<file path="src/common/hbgp_pkg.sv">
// What this block does
// - Reject command pulses under 625 ns
// - Always pass command pulses over 750 ns
// - Filter threshold lies inside 625-750 ns
// - Any fault sets latch and indicator
// - Latched fault ignores all commands
// - Latched fault keeps switches off
// - Clear needs no fault, inputs low >9us
// - Open-collector indicator: released means error
// - Low shutdown input sets fault latch
// - Shutdown clear needs input high, >9us low
// - Shutdown input defaults to inactive high
// - Never both switches on together
// - Dead time is max, never added
// - Inverted low command works via interlock
// - Dead time fixed, not configurable
// - Command overlap raises no fault
// - Desat after blanking trips channel, fault
// - Desat ignored during blanking after turn-on
// - Turn-off restarts the blanking interval
// - Commands active high: high means on
// - Undervoltage forces off and sets fault
// - Outputs off during 150 ms power-on
package hbgp_pkg;

	// ==========================================================
	// Clock and timing
	localparam int CLK_NS = 4;
	localparam int FILT_NS = 650;
	localparam int DEAD_NS = 1000;
	localparam int BLANK_NS = 5000;
	localparam int CLR_NS = 9000;
	localparam int POR_MS = 150;
	localparam int NS_PER_MS = 1000000;
	localparam logic [11:0] FILT_CYC = 12'((FILT_NS + CLK_NS - 1) / CLK_NS);
	localparam logic [11:0] DEAD_CYC = 12'((DEAD_NS + CLK_NS - 1) / CLK_NS);
	localparam logic [11:0] BLANK_CYC = 12'((BLANK_NS + CLK_NS - 1) / CLK_NS);
	localparam logic [11:0] CLR_CYC = 12'(CLR_NS / CLK_NS + 1);
	localparam int POR_CYC_DEF = POR_MS * NS_PER_MS / CLK_NS;

	// ==========================================================
	// Register map
	localparam int ADDR_W = 4;
	localparam logic [ADDR_W-1:0] REG_CTRL = 4'h0;
	localparam logic [ADDR_W-1:0] REG_STATUS = 4'h4;
	localparam int CTRL_SOFT_BIT = 0;
	localparam int ST_FAULT_BIT = 0;
	localparam int ST_POR_BIT = 1;
	localparam int ST_HS_GATE_BIT = 2;
	localparam int ST_LS_GATE_BIT = 3;
	localparam int ST_HS_FILT_BIT = 4;
	localparam int ST_LS_FILT_BIT = 5;
	localparam int ST_CAUSE_LSB = 8;
	localparam logic [1:0] RESP_OKAY = 2'h0;
	localparam logic [1:0] RESP_SLVERR = 2'h2;

	// ==========================================================
	// Fault cause bits
	localparam int CAUSE_W = 5;
	localparam int CS_UV = 0;
	localparam int CS_SDI = 1;
	localparam int CS_DS_HS = 2;
	localparam int CS_DS_LS = 3;
	localparam int CS_SOFT = 4;

	// ==========================================================
	// Whole block state
	typedef struct packed {
		logic [1:0] filt;
		logic [1:0][11:0] fcnt;
		logic [1:0] gate;
		logic [1:0][11:0] ocnt;
		logic [1:0][11:0] bcnt;
		logic fault;
		logic [CAUSE_W-1:0] cause;
		logic [11:0] ccnt;
		logic [31:0] pcnt;
		logic por_done;
		logic ind_oe;
		logic ind_out;
		logic soft_sd;
		logic awready;
		logic wready;
		logic aw_have;
		logic w_have;
		logic [ADDR_W-1:0] awaddr;
		logic [31:0] wdata;
		logic [3:0] wstrb;
		logic bvalid;
		logic [1:0] bresp;
		logic arready;
		logic rvalid;
		logic [31:0] rdata;
		logic [1:0] rresp;
	} hbgp_state_type;

endpackage

</file>
<file path="src/core/hbgp_core.sv">
`timescale 1ns/10ps
module hbgp_core
	import hbgp_pkg::*;
#(
	parameter logic [31:0] POR_CYC = 32'(POR_CYC_DEF)
)
(
	input wire logic aclk,
	input wire logic aresetn,
	input wire logic clk_en,
	// Controller side
	input wire logic high_side_cmd,
	input wire logic low_side_cmd,
	input wire logic shutdown_request_n,
	// Power side
	input wire logic high_side_desat_sense,
	input wire logic low_side_desat_sense,
	input wire logic supply_undervoltage_trip,
	output logic high_side_gate,
	output logic low_side_gate,
	// Open-collector fault pin
	output logic fault_indicator_out,
	output logic fault_indicator_oe,
	// AXI4-Lite slave
	input wire logic [ADDR_W-1:0] s_axi_awaddr,
	input wire logic s_axi_awvalid,
	output logic s_axi_awready,
	input wire logic [31:0] s_axi_wdata,
	input wire logic [3:0] s_axi_wstrb,
	input wire logic s_axi_wvalid,
	output logic s_axi_wready,
	output logic [1:0] s_axi_bresp,
	output logic s_axi_bvalid,
	input wire logic s_axi_bready,
	input wire logic [ADDR_W-1:0] s_axi_araddr,
	input wire logic s_axi_arvalid,
	output logic s_axi_arready,
	output logic [31:0] s_axi_rdata,
	output logic [1:0] s_axi_rresp,
	output logic s_axi_rvalid,
	input wire logic s_axi_rready
);

	// ==========================================================
	// State and working signals
	hbgp_state_type s_q;
	hbgp_state_type s_d;
	logic [1:0] cmd;
	logic [1:0] sense;
	logic [1:0] desat;
	logic [CAUSE_W-1:0] src;
	logic hold_low;
	logic block;
	logic [31:0] status;
	int oth;

	// Channel 0 is high side, channel 1 low side
	assign cmd = {low_side_cmd, high_side_cmd};
	assign sense = {low_side_desat_sense, high_side_desat_sense};

	// Status word seen by software
	always_comb
	begin
		status = '0;
		status[ST_FAULT_BIT] = s_q.fault;
		status[ST_POR_BIT] = s_q.por_done;
		status[ST_HS_GATE_BIT] = s_q.gate[0];
		status[ST_LS_GATE_BIT] = s_q.gate[1];
		status[ST_HS_FILT_BIT] = s_q.filt[0];
		status[ST_LS_FILT_BIT] = s_q.filt[1];
		status[ST_CAUSE_LSB +: CAUSE_W] = s_q.cause;
	end

	// ==========================================================
	// Next state of the whole block
	always_comb
	begin
		s_d = s_q;
		oth = 0;

		// Power-on hold counter
		if (!s_q.por_done)
		begin
			s_d.pcnt = s_q.pcnt + 32'h00000001;
			if (s_q.pcnt == POR_CYC - 32'h00000001)
			begin
				s_d.por_done = 1'b1;
			end
		end

		// Desat only after blanking, per channel
		for (int c = 0; c < 2; c++)
		begin
			desat[c] = s_q.gate[c] & (s_q.bcnt[c] == BLANK_CYC) & sense[c];
		end

		// Fault sources gathered
		src = '0;
		src[CS_UV] = supply_undervoltage_trip;
		src[CS_SDI] = ~shutdown_request_n;
		src[CS_DS_HS] = desat[0];
		src[CS_DS_LS] = desat[1];
		src[CS_SOFT] = s_q.soft_sd;
		hold_low = (src == '0) & ~high_side_cmd & ~low_side_cmd;

		// Fault latch: a present source always wins over clearing
		if (src != '0)
		begin
			s_d.fault = 1'b1;
			s_d.cause = s_q.cause | src;
			s_d.ccnt = '0;
		end
		else if (s_q.fault && hold_low)
		begin
			if (s_q.ccnt == CLR_CYC - 12'h001)
			begin
				s_d.fault = 1'b0;
				s_d.cause = '0;
				s_d.ccnt = '0;
			end
			else
			begin
				s_d.ccnt = s_q.ccnt + 12'h001;
			end
		end
		else
		begin
			s_d.ccnt = '0;
		end

		// Commands blocked by fault or power-on hold
		block = s_d.fault | ~s_q.por_done;

		// Per-channel filter, interlock and blanking
		for (int c = 0; c < 2; c++)
		begin
			oth = 1 - c;

			// Glitch filter: level must hold for the whole window
			if (cmd[c] != s_q.filt[c])
			begin
				if (s_q.fcnt[c] == FILT_CYC - 12'h001)
				begin
					s_d.filt[c] = cmd[c];
					s_d.fcnt[c] = '0;
				end
				else
				begin
					s_d.fcnt[c] = s_q.fcnt[c] + 12'h001;
				end
			end
			else
			begin
				s_d.fcnt[c] = '0;
			end

			// Interlock; high side decided first, low side sees it
			if (!s_q.filt[c] || block)
			begin
				s_d.gate[c] = 1'b0;
			end
			else if (!s_q.gate[c] && !s_d.gate[oth] && s_q.ocnt[oth] == DEAD_CYC)
			begin
				s_d.gate[c] = 1'b1;
			end

			// Off-time counter of this channel, saturating
			if (s_d.gate[c])
			begin
				s_d.ocnt[c] = '0;
			end
			else if (s_q.ocnt[c] != DEAD_CYC)
			begin
				s_d.ocnt[c] = s_q.ocnt[c] + 12'h001;
			end

			// Blanking counter restarts at every turn-off
			if (!s_d.gate[c])
			begin
				s_d.bcnt[c] = '0;
			end
			else if (s_q.bcnt[c] != BLANK_CYC)
			begin
				s_d.bcnt[c] = s_q.bcnt[c] + 12'h001;
			end
		end

		// Indicator pulled low only when healthy
		s_d.ind_oe = s_d.por_done & ~s_d.fault;
		s_d.ind_out = 1'b0;

		// Write address and data, taken in either order
		if (s_axi_awvalid && s_q.awready)
		begin
			s_d.aw_have = 1'b1;
			s_d.awaddr = s_axi_awaddr;
		end
		if (s_axi_wvalid && s_q.wready)
		begin
			s_d.w_have = 1'b1;
			s_d.wdata = s_axi_wdata;
			s_d.wstrb = s_axi_wstrb;
		end

		// Perform write once both halves are held
		if (s_q.aw_have && s_q.w_have && !s_q.bvalid)
		begin
			s_d.aw_have = 1'b0;
			s_d.w_have = 1'b0;
			s_d.bvalid = 1'b1;
			s_d.bresp = RESP_OKAY;
			unique case (s_q.awaddr)
				REG_CTRL:
				begin
					if (s_q.wstrb[0])
					begin
						s_d.soft_sd = s_q.wdata[CTRL_SOFT_BIT];
					end
				end
				REG_STATUS:
				begin
					s_d.bresp = RESP_OKAY;
				end
				default:
				begin
					s_d.bresp = RESP_SLVERR;
				end
			endcase
		end
		else if (s_q.bvalid && s_axi_bready)
		begin
			s_d.bvalid = 1'b0;
		end

		// Read channel
		if (s_axi_arvalid && s_q.arready)
		begin
			s_d.rvalid = 1'b1;
			s_d.rresp = RESP_OKAY;
			unique case (s_axi_araddr)
				REG_CTRL:
				begin
					s_d.rdata = '0;
					s_d.rdata[CTRL_SOFT_BIT] = s_q.soft_sd;
				end
				REG_STATUS:
				begin
					s_d.rdata = status;
				end
				default:
				begin
					s_d.rdata = '0;
					s_d.rresp = RESP_SLVERR;
				end
			endcase
		end
		else if (s_q.rvalid && s_axi_rready)
		begin
			s_d.rvalid = 1'b0;
		end

		// Ready only while idle, from next state
		s_d.awready = ~s_d.aw_have & ~s_d.bvalid;
		s_d.wready = ~s_d.w_have & ~s_d.bvalid;
		s_d.arready = ~s_d.rvalid;
	end

	// ==========================================================
	// State register, frozen while clock enable is low
	always_ff @(posedge aclk)
	begin
		if (!aresetn)
		begin
			s_q <= '0;
		end
		else if (clk_en)
		begin
			s_q <= s_d;
		end
	end

	// ==========================================================
	// Outputs straight from the state register
	assign high_side_gate = s_q.gate[0];
	assign low_side_gate = s_q.gate[1];
	assign fault_indicator_out = s_q.ind_out;
	assign fault_indicator_oe = s_q.ind_oe;
	assign s_axi_awready = s_q.awready;
	assign s_axi_wready = s_q.wready;
	assign s_axi_bvalid = s_q.bvalid;
	assign s_axi_bresp = s_q.bresp;
	assign s_axi_arready = s_q.arready;
	assign s_axi_rvalid = s_q.rvalid;
	assign s_axi_rdata = s_q.rdata;
	assign s_axi_rresp = s_q.rresp;

endmodule

</file>
<file path="config.mk">
export PLATFORM = sky130hd
export DESIGN_NAME = hbgp_core
export DESIGN_NICKNAME = d
export VERILOG_FILES = /design/src/common/hbgp_pkg.sv /design/src/core/hbgp_core.sv
export SDC_FILE = /design/constraint.sdc
export NUM_CORES = 1
export LEC_CHECK = 0
export ABC_AREA = 1
export BUFFER_PORTS_ARGS = -buffer_cell sky130_fd_sc_hd__buf_4
export CORE_MARGIN = 1.5
export CORE_UTILIZATION = 45
export DETAILED_ROUTE_END_ITERATION = 10
export MAX_ROUTING_LAYER = met4
export PLACE_DENSITY = 0.73
export SLEW_MARGIN = 20
export SYNTH_ARGS = -nofsm -noshare
export SYNTH_HDL_FRONTEND = slang
export SYNTH_SLANG_ARGS = --single-unit
</file>
<file path="constraint.sdc">
create_clock -name aclk -period 2.4 [get_ports aclk]
set_clock_uncertainty 0.15 [all_clocks]
set_input_delay 0.6 -clock aclk [delete_from_list [all_inputs] [get_ports aclk]]
set_output_delay 0.6 -clock aclk [all_outputs]
set_load 0.03 [all_outputs]
</file>
==> results.yml, run 1 <==
die:
  fp.dieW_um: 139.3
  pin_count: 103
  die_h_um: 139.3
  initial_core_util_pct: 46.25
  row_count: 49
  core_um2: 18090
  dieArea_um2: 19420
timing:
  maxSlewHeadroom_pct: 65.27
  post-route-worst-setup-slack_ns: 0.09041
  hold-worst-slack_ns: 0.2932
  fmaxAchievable_mhz: 433.0
  setup_viol: 0
  finalHoldViolations: 0
  finalCriticalPeriod_ns: 2.310
  tightest_slew_ns: 0.5210
  final_max_slew_viol_count: 0
  min_period_over_period_pct: 96.23
routing:
  wl_per_cell_um: 13.25
  vias: 7797
  drtAntennaViolNets: 0
  drt_iter0_markers: 450
  routed_via_density: 5.170
  dr.pass1.iters: 10
  totalWireLength_um: 19990
  drc: 7
worst_hold_path:
  hold_path_class: "flop to flop"
final_layout:
  final_cell_count_no_fill: 1508
  largest_register_ffs: 134
  antenna_cells: 0
  drive_gt1_share_pct: 17.28
  area_growth_pct: 18.68
  regMostFlops: "s_q"
  fin_util_pct: 54.89
  nets: 1339
cts:
  clkSinkCount: 155
  cts_root_buf: "clkbuf_16"
  clk_path_buf_depth: 2
  cts_buffers: 17
  clk_pin_slew_ns: 0.07
  htree_levels: 4
  cts_tree: "built"
  clk-insertion-delay-late_ns: 0.43
  ctsHoldBuffers: 0
grt:
  track_usage_pct: 21.17
  antenna_found_initial: 0
  grt_overflow: 0
  grt_use_met1_pct: 26.76
  grt_pass1_wl_um: 33180
  met3_usage_pct: 3.820
  grt_max_degree: 39
  top_usage_layer: "met2"
  grt_pass1_vias: 7209
  met2_usage_pct: 34.15
placed_design:
  dpl.hpwl_um: 13670
  portBuffers: 44
  dp_slack_ns: -0.04492
  dpl.cell_count: 1465
  place_congestion: 0.9041
critical_path:
  r2r_setup_slack_ns: 0.09
  worstSetupPathType: "flop to flop"
  cp_max_fo: 3
  cp-start-kind: "flop"
  arrival_ns: 2.48
  cp.required_ns: 2.57
  endpoint_kind: "flop"
logic_synthesis:
  yosys_warnings: 0
  synth_top_area_share_pct: 37.09
  synth-seq-cells: 155
  synthCells: 1185
  postSynth.asyncResetShare_pct: 0
  synthFlopType: "dfxtp_1"
  synth_edf_count: 0
  yosysSeqAreaShare_pct: 37.09
  synth_common_cells: "221 x nand2_1, 155 x dfxtp_1, 137 x inv_1"
  yosysMostFrequentCell: "nand2_1"
  synth_area_leaders: "dfxtp_1 37%, nand2_1 9.9%, a21oi_1 6.9%"
  synth_cell_type_count: 50
  synth_top_cell_by_area: "dfxtp_1"
  avgSynthCellArea_um2: 7.060
  netlist_area_um2: 8366
power:
  peakVddDrop_mv: 0.5076
  power_density_nw_per_um2: 558.4
  p_leak_nw: 3.691
job:
  drv_cap: 0
status:
  status: "finished with violations"
  violations: "DRC"
[worst max-delay path, cell delays in order (launching register included)]
cell	delay, ns
dfxtp_2	0.34
inv_2	0.04
ha_2	0.18
nand2_2	0.06
inv_1	0.04
nand2_1	0.06
nor2_2	0.05
nand3_2	0.06
nand2_2	0.06
nor2_4	0.14
nand3_4	0.09
o21ai_0	0.25
nand2_1	0.14
o21ai_0	0.31
buf_4	0.18
a21oi_1	0.04
[layout make-up]
cell class	count	area, um2
clock inverter	14	115.1
clock buffer	18	439.2
multi-input combinational	833	4516
sequential	155	3110
timing repair inverter	1	7.507
timing repair buffer	109	889.6
inverter	149	564.3
fill	1710	8158
tap	229	286.5
[kinds of logic (layout without fill, tap and decap cells)]
group / count (synthesis) / after routing / synth area share, %
xor gates and xnor gates: 50 / 50 / 5.235
AOI/OAI and AO/OA: 191 / 191 / 12.53
other: 1 / 24 / 0.04483
DFF: 155 / 155 / 37.09
buffers and inverters: 221 / 291 / 11.94
and+or+nand+nor: 552 / 553 / 30.92
adders and majority gates: 15 / 15 / 2.243
[power by group]
group | total (W) | internal [W] | switching, W | leakage, nW
registers | 0.00263 | 0.00260 | 0.0000280 | 1.25
logic | 0.000385 | 0.000121 | 0.000264 | 2.18
clock network | 0.00253 | 0.00137 | 0.00116 | 0.253
[per-stage QoR]
stage          power [W]  cell area, um2  TNS [ns]
2_1_floorplan   0.002951            8452         0
3_3_place_gp    0.003041            9087   -0.1802
3_5_place_dp    0.003047            9087   -0.1048
4_1_cts         0.005565            9664         0
5_1_grt         0.005740            9928   -0.2967
6_report        0.005544            9928         0
[path summary, 6_finish.rpt]
kind                    to  startpoint  cells after the start
setup / recovery  s_q[131]    s_q[149]                     15
setup reg to reg  s_q[131]    s_q[149]                     15
hold reg to reg    s_q[76]     s_q[76]                      2
hold / removal     s_q[76]     s_q[76]                      2
[layout by cell type, fill, tap and decap left out, drive strengths merged, types with 7 or more instances in the layout]
master / count
or2: 9
a211oi: 7
nand2: 230
xor2: 40
o21ai: 46
buf: 108
clkinvlp: 7
xnor2: 10
nor4: 20
dfxtp: 155
clkbuf: 19
inv: 153
ha: 15
a21oi: 116
nor2: 130
conb: 24
nand3: 73
nor3: 38
nand4: 40
[metal layers]
layer / vias up / wire (um)
met2: 170 / 9414
met4: 0 / 313
met5: - / 0
li1: 4002 / -
met1: 3599 / 9390
met3: 26 / 866
[timing repair]
item                                    in CTS  in global routing
gates cloned                                 0                  4
pin swaps                                    1                 14
setup buffers                                1                  6
endpoints found under the setup margin      12                 64
resized for setup                            4                 47
No activity file was read; power rests on OpenSTA's default activity.
==> run 2: changes to the inputs <==
--- a/config.mk
+++ b/config.mk
@@ -7,11 +7,13 @@
 export LEC_CHECK = 0
 export ABC_AREA = 1
 export BUFFER_PORTS_ARGS = -buffer_cell sky130_fd_sc_hd__buf_4
+export CELL_PAD_IN_SITES_DETAIL_PLACEMENT = 1
+export CELL_PAD_IN_SITES_GLOBAL_PLACEMENT = 1
 export CORE_MARGIN = 1.5
-export CORE_UTILIZATION = 45
+export CORE_UTILIZATION = 38
 export DETAILED_ROUTE_END_ITERATION = 10
 export MAX_ROUTING_LAYER = met4
-export PLACE_DENSITY = 0.73
+export PLACE_DENSITY = 0.82
 export SLEW_MARGIN = 20
 export SYNTH_ARGS = -nofsm -noshare
 export SYNTH_HDL_FRONTEND = slang
==> run 2 against run 1 <==
- the flow now finishes without violations
- clock power grew 7%
- core utilization is 8.0 points lower
- fmax is 1.9% lower
- setup slack got worse by 0.046 ns
- register-to-register slack worse by 0.05 ns
- count of clock-buffer cells in the layout is 6 higher
- design area rose by 2.4%
- via count increased by 3.5%
- non-clock buffer count up 11
- combinational power increased by 7.0%
- power is 3.7% higher
- critical endpoint is now s_q[138]
- largest cell class unchanged
==> results.yml, run 2 (synthesis gave the netlist of run 1 again) <==
final_layout:
  antenna_cells: 0
  final_cell_area_um2: 10160
  drive_gt1_share_pct: 18.49
  mostFrequentLayoutCells: "210 x nand2_1, 151 x dfxtp_1, 134 x inv_1, 114 x nor2_1, 112 x buf_4"
  regMostFlops: "s_q"
  final_common_cell: "nand2_1"
  nets: 1348
  fillers: 2771
  final_cell_count_no_fill: 1567
  largest_register_ffs: 134
  area_growth_pct: 21.51
critical_path:
  cp-endpoint: "s_q[138]"
  arrival_ns: 2.58
  endpoint_kind: "flop"
  reg2regPathDepth: 17
  r2r_start: "s_q[149]"
  critPathLaunch: "s_q[149]"
  cp_max_fo: 6
  cp-start-kind: "flop"
  worstSetupPathType: "flop to flop"
  cp.required_ns: 2.62
  reg2reg_to: "s_q[138]"
  r2r_setup_slack_ns: 0.04
die:
  fp.dieW_um: 151.4
  initial_core_util_pct: 38.57
  dieArea_um2: 22910
  row_count: 54
  core_um2: 21690
  pin_count: 103
  die_h_um: 151.4
cts:
  clk_pin_slew_ns: 0.06
  cts_root_buf: "clkbuf_16"
  cts_tree: "built"
  cts_buffers: 17
  clk_path_buf_depth: 2
  clk-insertion-delay-late_ns: 0.44
  htree_levels: 4
  ctsHoldBuffers: 0
  clkSinkCount: 155
timing:
  tightest_slew_ns: 0.5063
  finalCriticalPeriod_ns: 2.355
  min_period_over_period_pct: 98.13
  setup_viol: 0
  maxSlewHeadroom_pct: 65.98
  finalHoldViolations: 0
  rsz0062_at_grt: "true"
  final_max_slew_viol_count: 0
  post-route-worst-setup-slack_ns: 0.04490
  fin_setup_tns_ns: 0
  fmaxAchievable_mhz: 424.6
grt:
  track_usage_pct: 22.66
  grt_overflow: 0
  grt_pass1_wl_um: 39810
  antenna_found_initial: 0
  grt_max_degree: 32
  grt_pass1_vias: 8286
routing:
  totalWireLength_um: 24830
  routed_via_density: 5.148
  dr.pass1.iters: 5
  vias: 8067
  drt_iter0_markers: 352
  wl_per_cell_um: 15.85
  drtAntennaViolNets: 0
  drc: 0
placed_design:
  portBuffers: 44
  dpl.cell_count: 1530
  place_area_um2: 9281
  dpl.hpwl_um: 17200
  dp_slack_ns: -0.08813
  place_congestion: 0.8459
power:
  peakVddDrop_mv: 0.4016
  power_density_nw_per_um2: 565.5
  p_leak_nw: 3.782
worst_hold_path:
  holdPathStages: 3
  hold_path_class: "input port to flop"
job:
  drv_cap: 0
status:
  status: "completed"
==> run 2: metrics by stage <==
| stage | total power [W] | utilization, % | hold WS [ns] |
|---|---|---|---|
| final | 0.005749 | 46.87 | 0.2887 |
| after global routing | 0.005943 | 46.87 | 0.2982 |
| after CTS | 0.005776 | 45.63 | 0.2759 |
| after detailed placement | 0.003075 | 42.79 | 0.2851 |
| after global placement | 0.003062 | 42.79 | 0.2859 |
| after floorplan | 0.002951 | - | 0.2736 |
==> run 2: report_power, final <==
| group | total [W] | switching [W] | internal (W) |
|---|---|---|---|
| Sequential | 0.00263 | 0.0000286 | 0.00260 |
| Clock | 0.00270 | 0.00110 | 0.00160 |
| Combinational | 0.000412 | 0.000278 | 0.000133 |
==> run 2: final cells by class <==
| cell class | instances | area, um2 | area share, % |
|---|---|---|---|
| tap | 280 | 350.3 | 3.447 |
| multi-input combinational | 832 | 4588 | 45.14 |
| timing repair buffer | 120 | 974.7 | 9.589 |
| inverter | 149 | 569.3 | 5.601 |
| sequential | 155 | 3110 | 30.60 |
| clock inverter | 7 | 90.09 | 0.8863 |
| clock buffer | 24 | 481.7 | 4.739 |
==> run 2: what timing repair did <==
action                                  4_1_cts  5_1_grt
endpoints found under the setup margin       33       63
pin swaps                                     1       26
setup buffers                                 0        6
gates resized for setup                      11       59
==> run 2: critical path: stages (launching register included) <==
cell and delay, ns:
dfxtp_2 0.33, inv_2 0.05, ha_4 0.16, nand2_4 0.06, inv_2 0.03, nand2_2 0.05
nor2_2 0.05, nand3_2 0.07, nand2_2 0.06, nor2_4 0.18, nand3_4 0.11, nand2_4 0.12
nand3_4 0.14, or2_4 0.31, nand2_8 0.09, buf_6 0.14, nand2_1 0.07, a21oi_2 0.13
==> run 2: layer usage <==
| metal | global-route usage, % | up-vias | wire length, um |
|---|---|---|---|
| met2 | 39.77 | 111 | 12790 |
| met5 | - | - | 0 |
| met4 | 8.932 | 0 | 529 |
| met3 | 4.066 | 46 | 697 |
| li1 | - | 4004 | - |
| met1 | 25.38 | 3906 | 10810 |
==> run 2: worst min path at each step <==
stage / from / endpoint / slack, ns
after floorplan: s_q[76] / s_q[76] / 0.27
after global placement: s_q[75] / s_q[75] / 0.29
after detailed placement: s_q[135] / s_q[135] / 0.29
after CTS: s_axi_wstrb[0] / s_q[39] / 0.28
after global routing: s_axi_wstrb[0] / s_q[39] / 0.30
final: s_axi_wstrb[0] / s_q[39] / 0.29
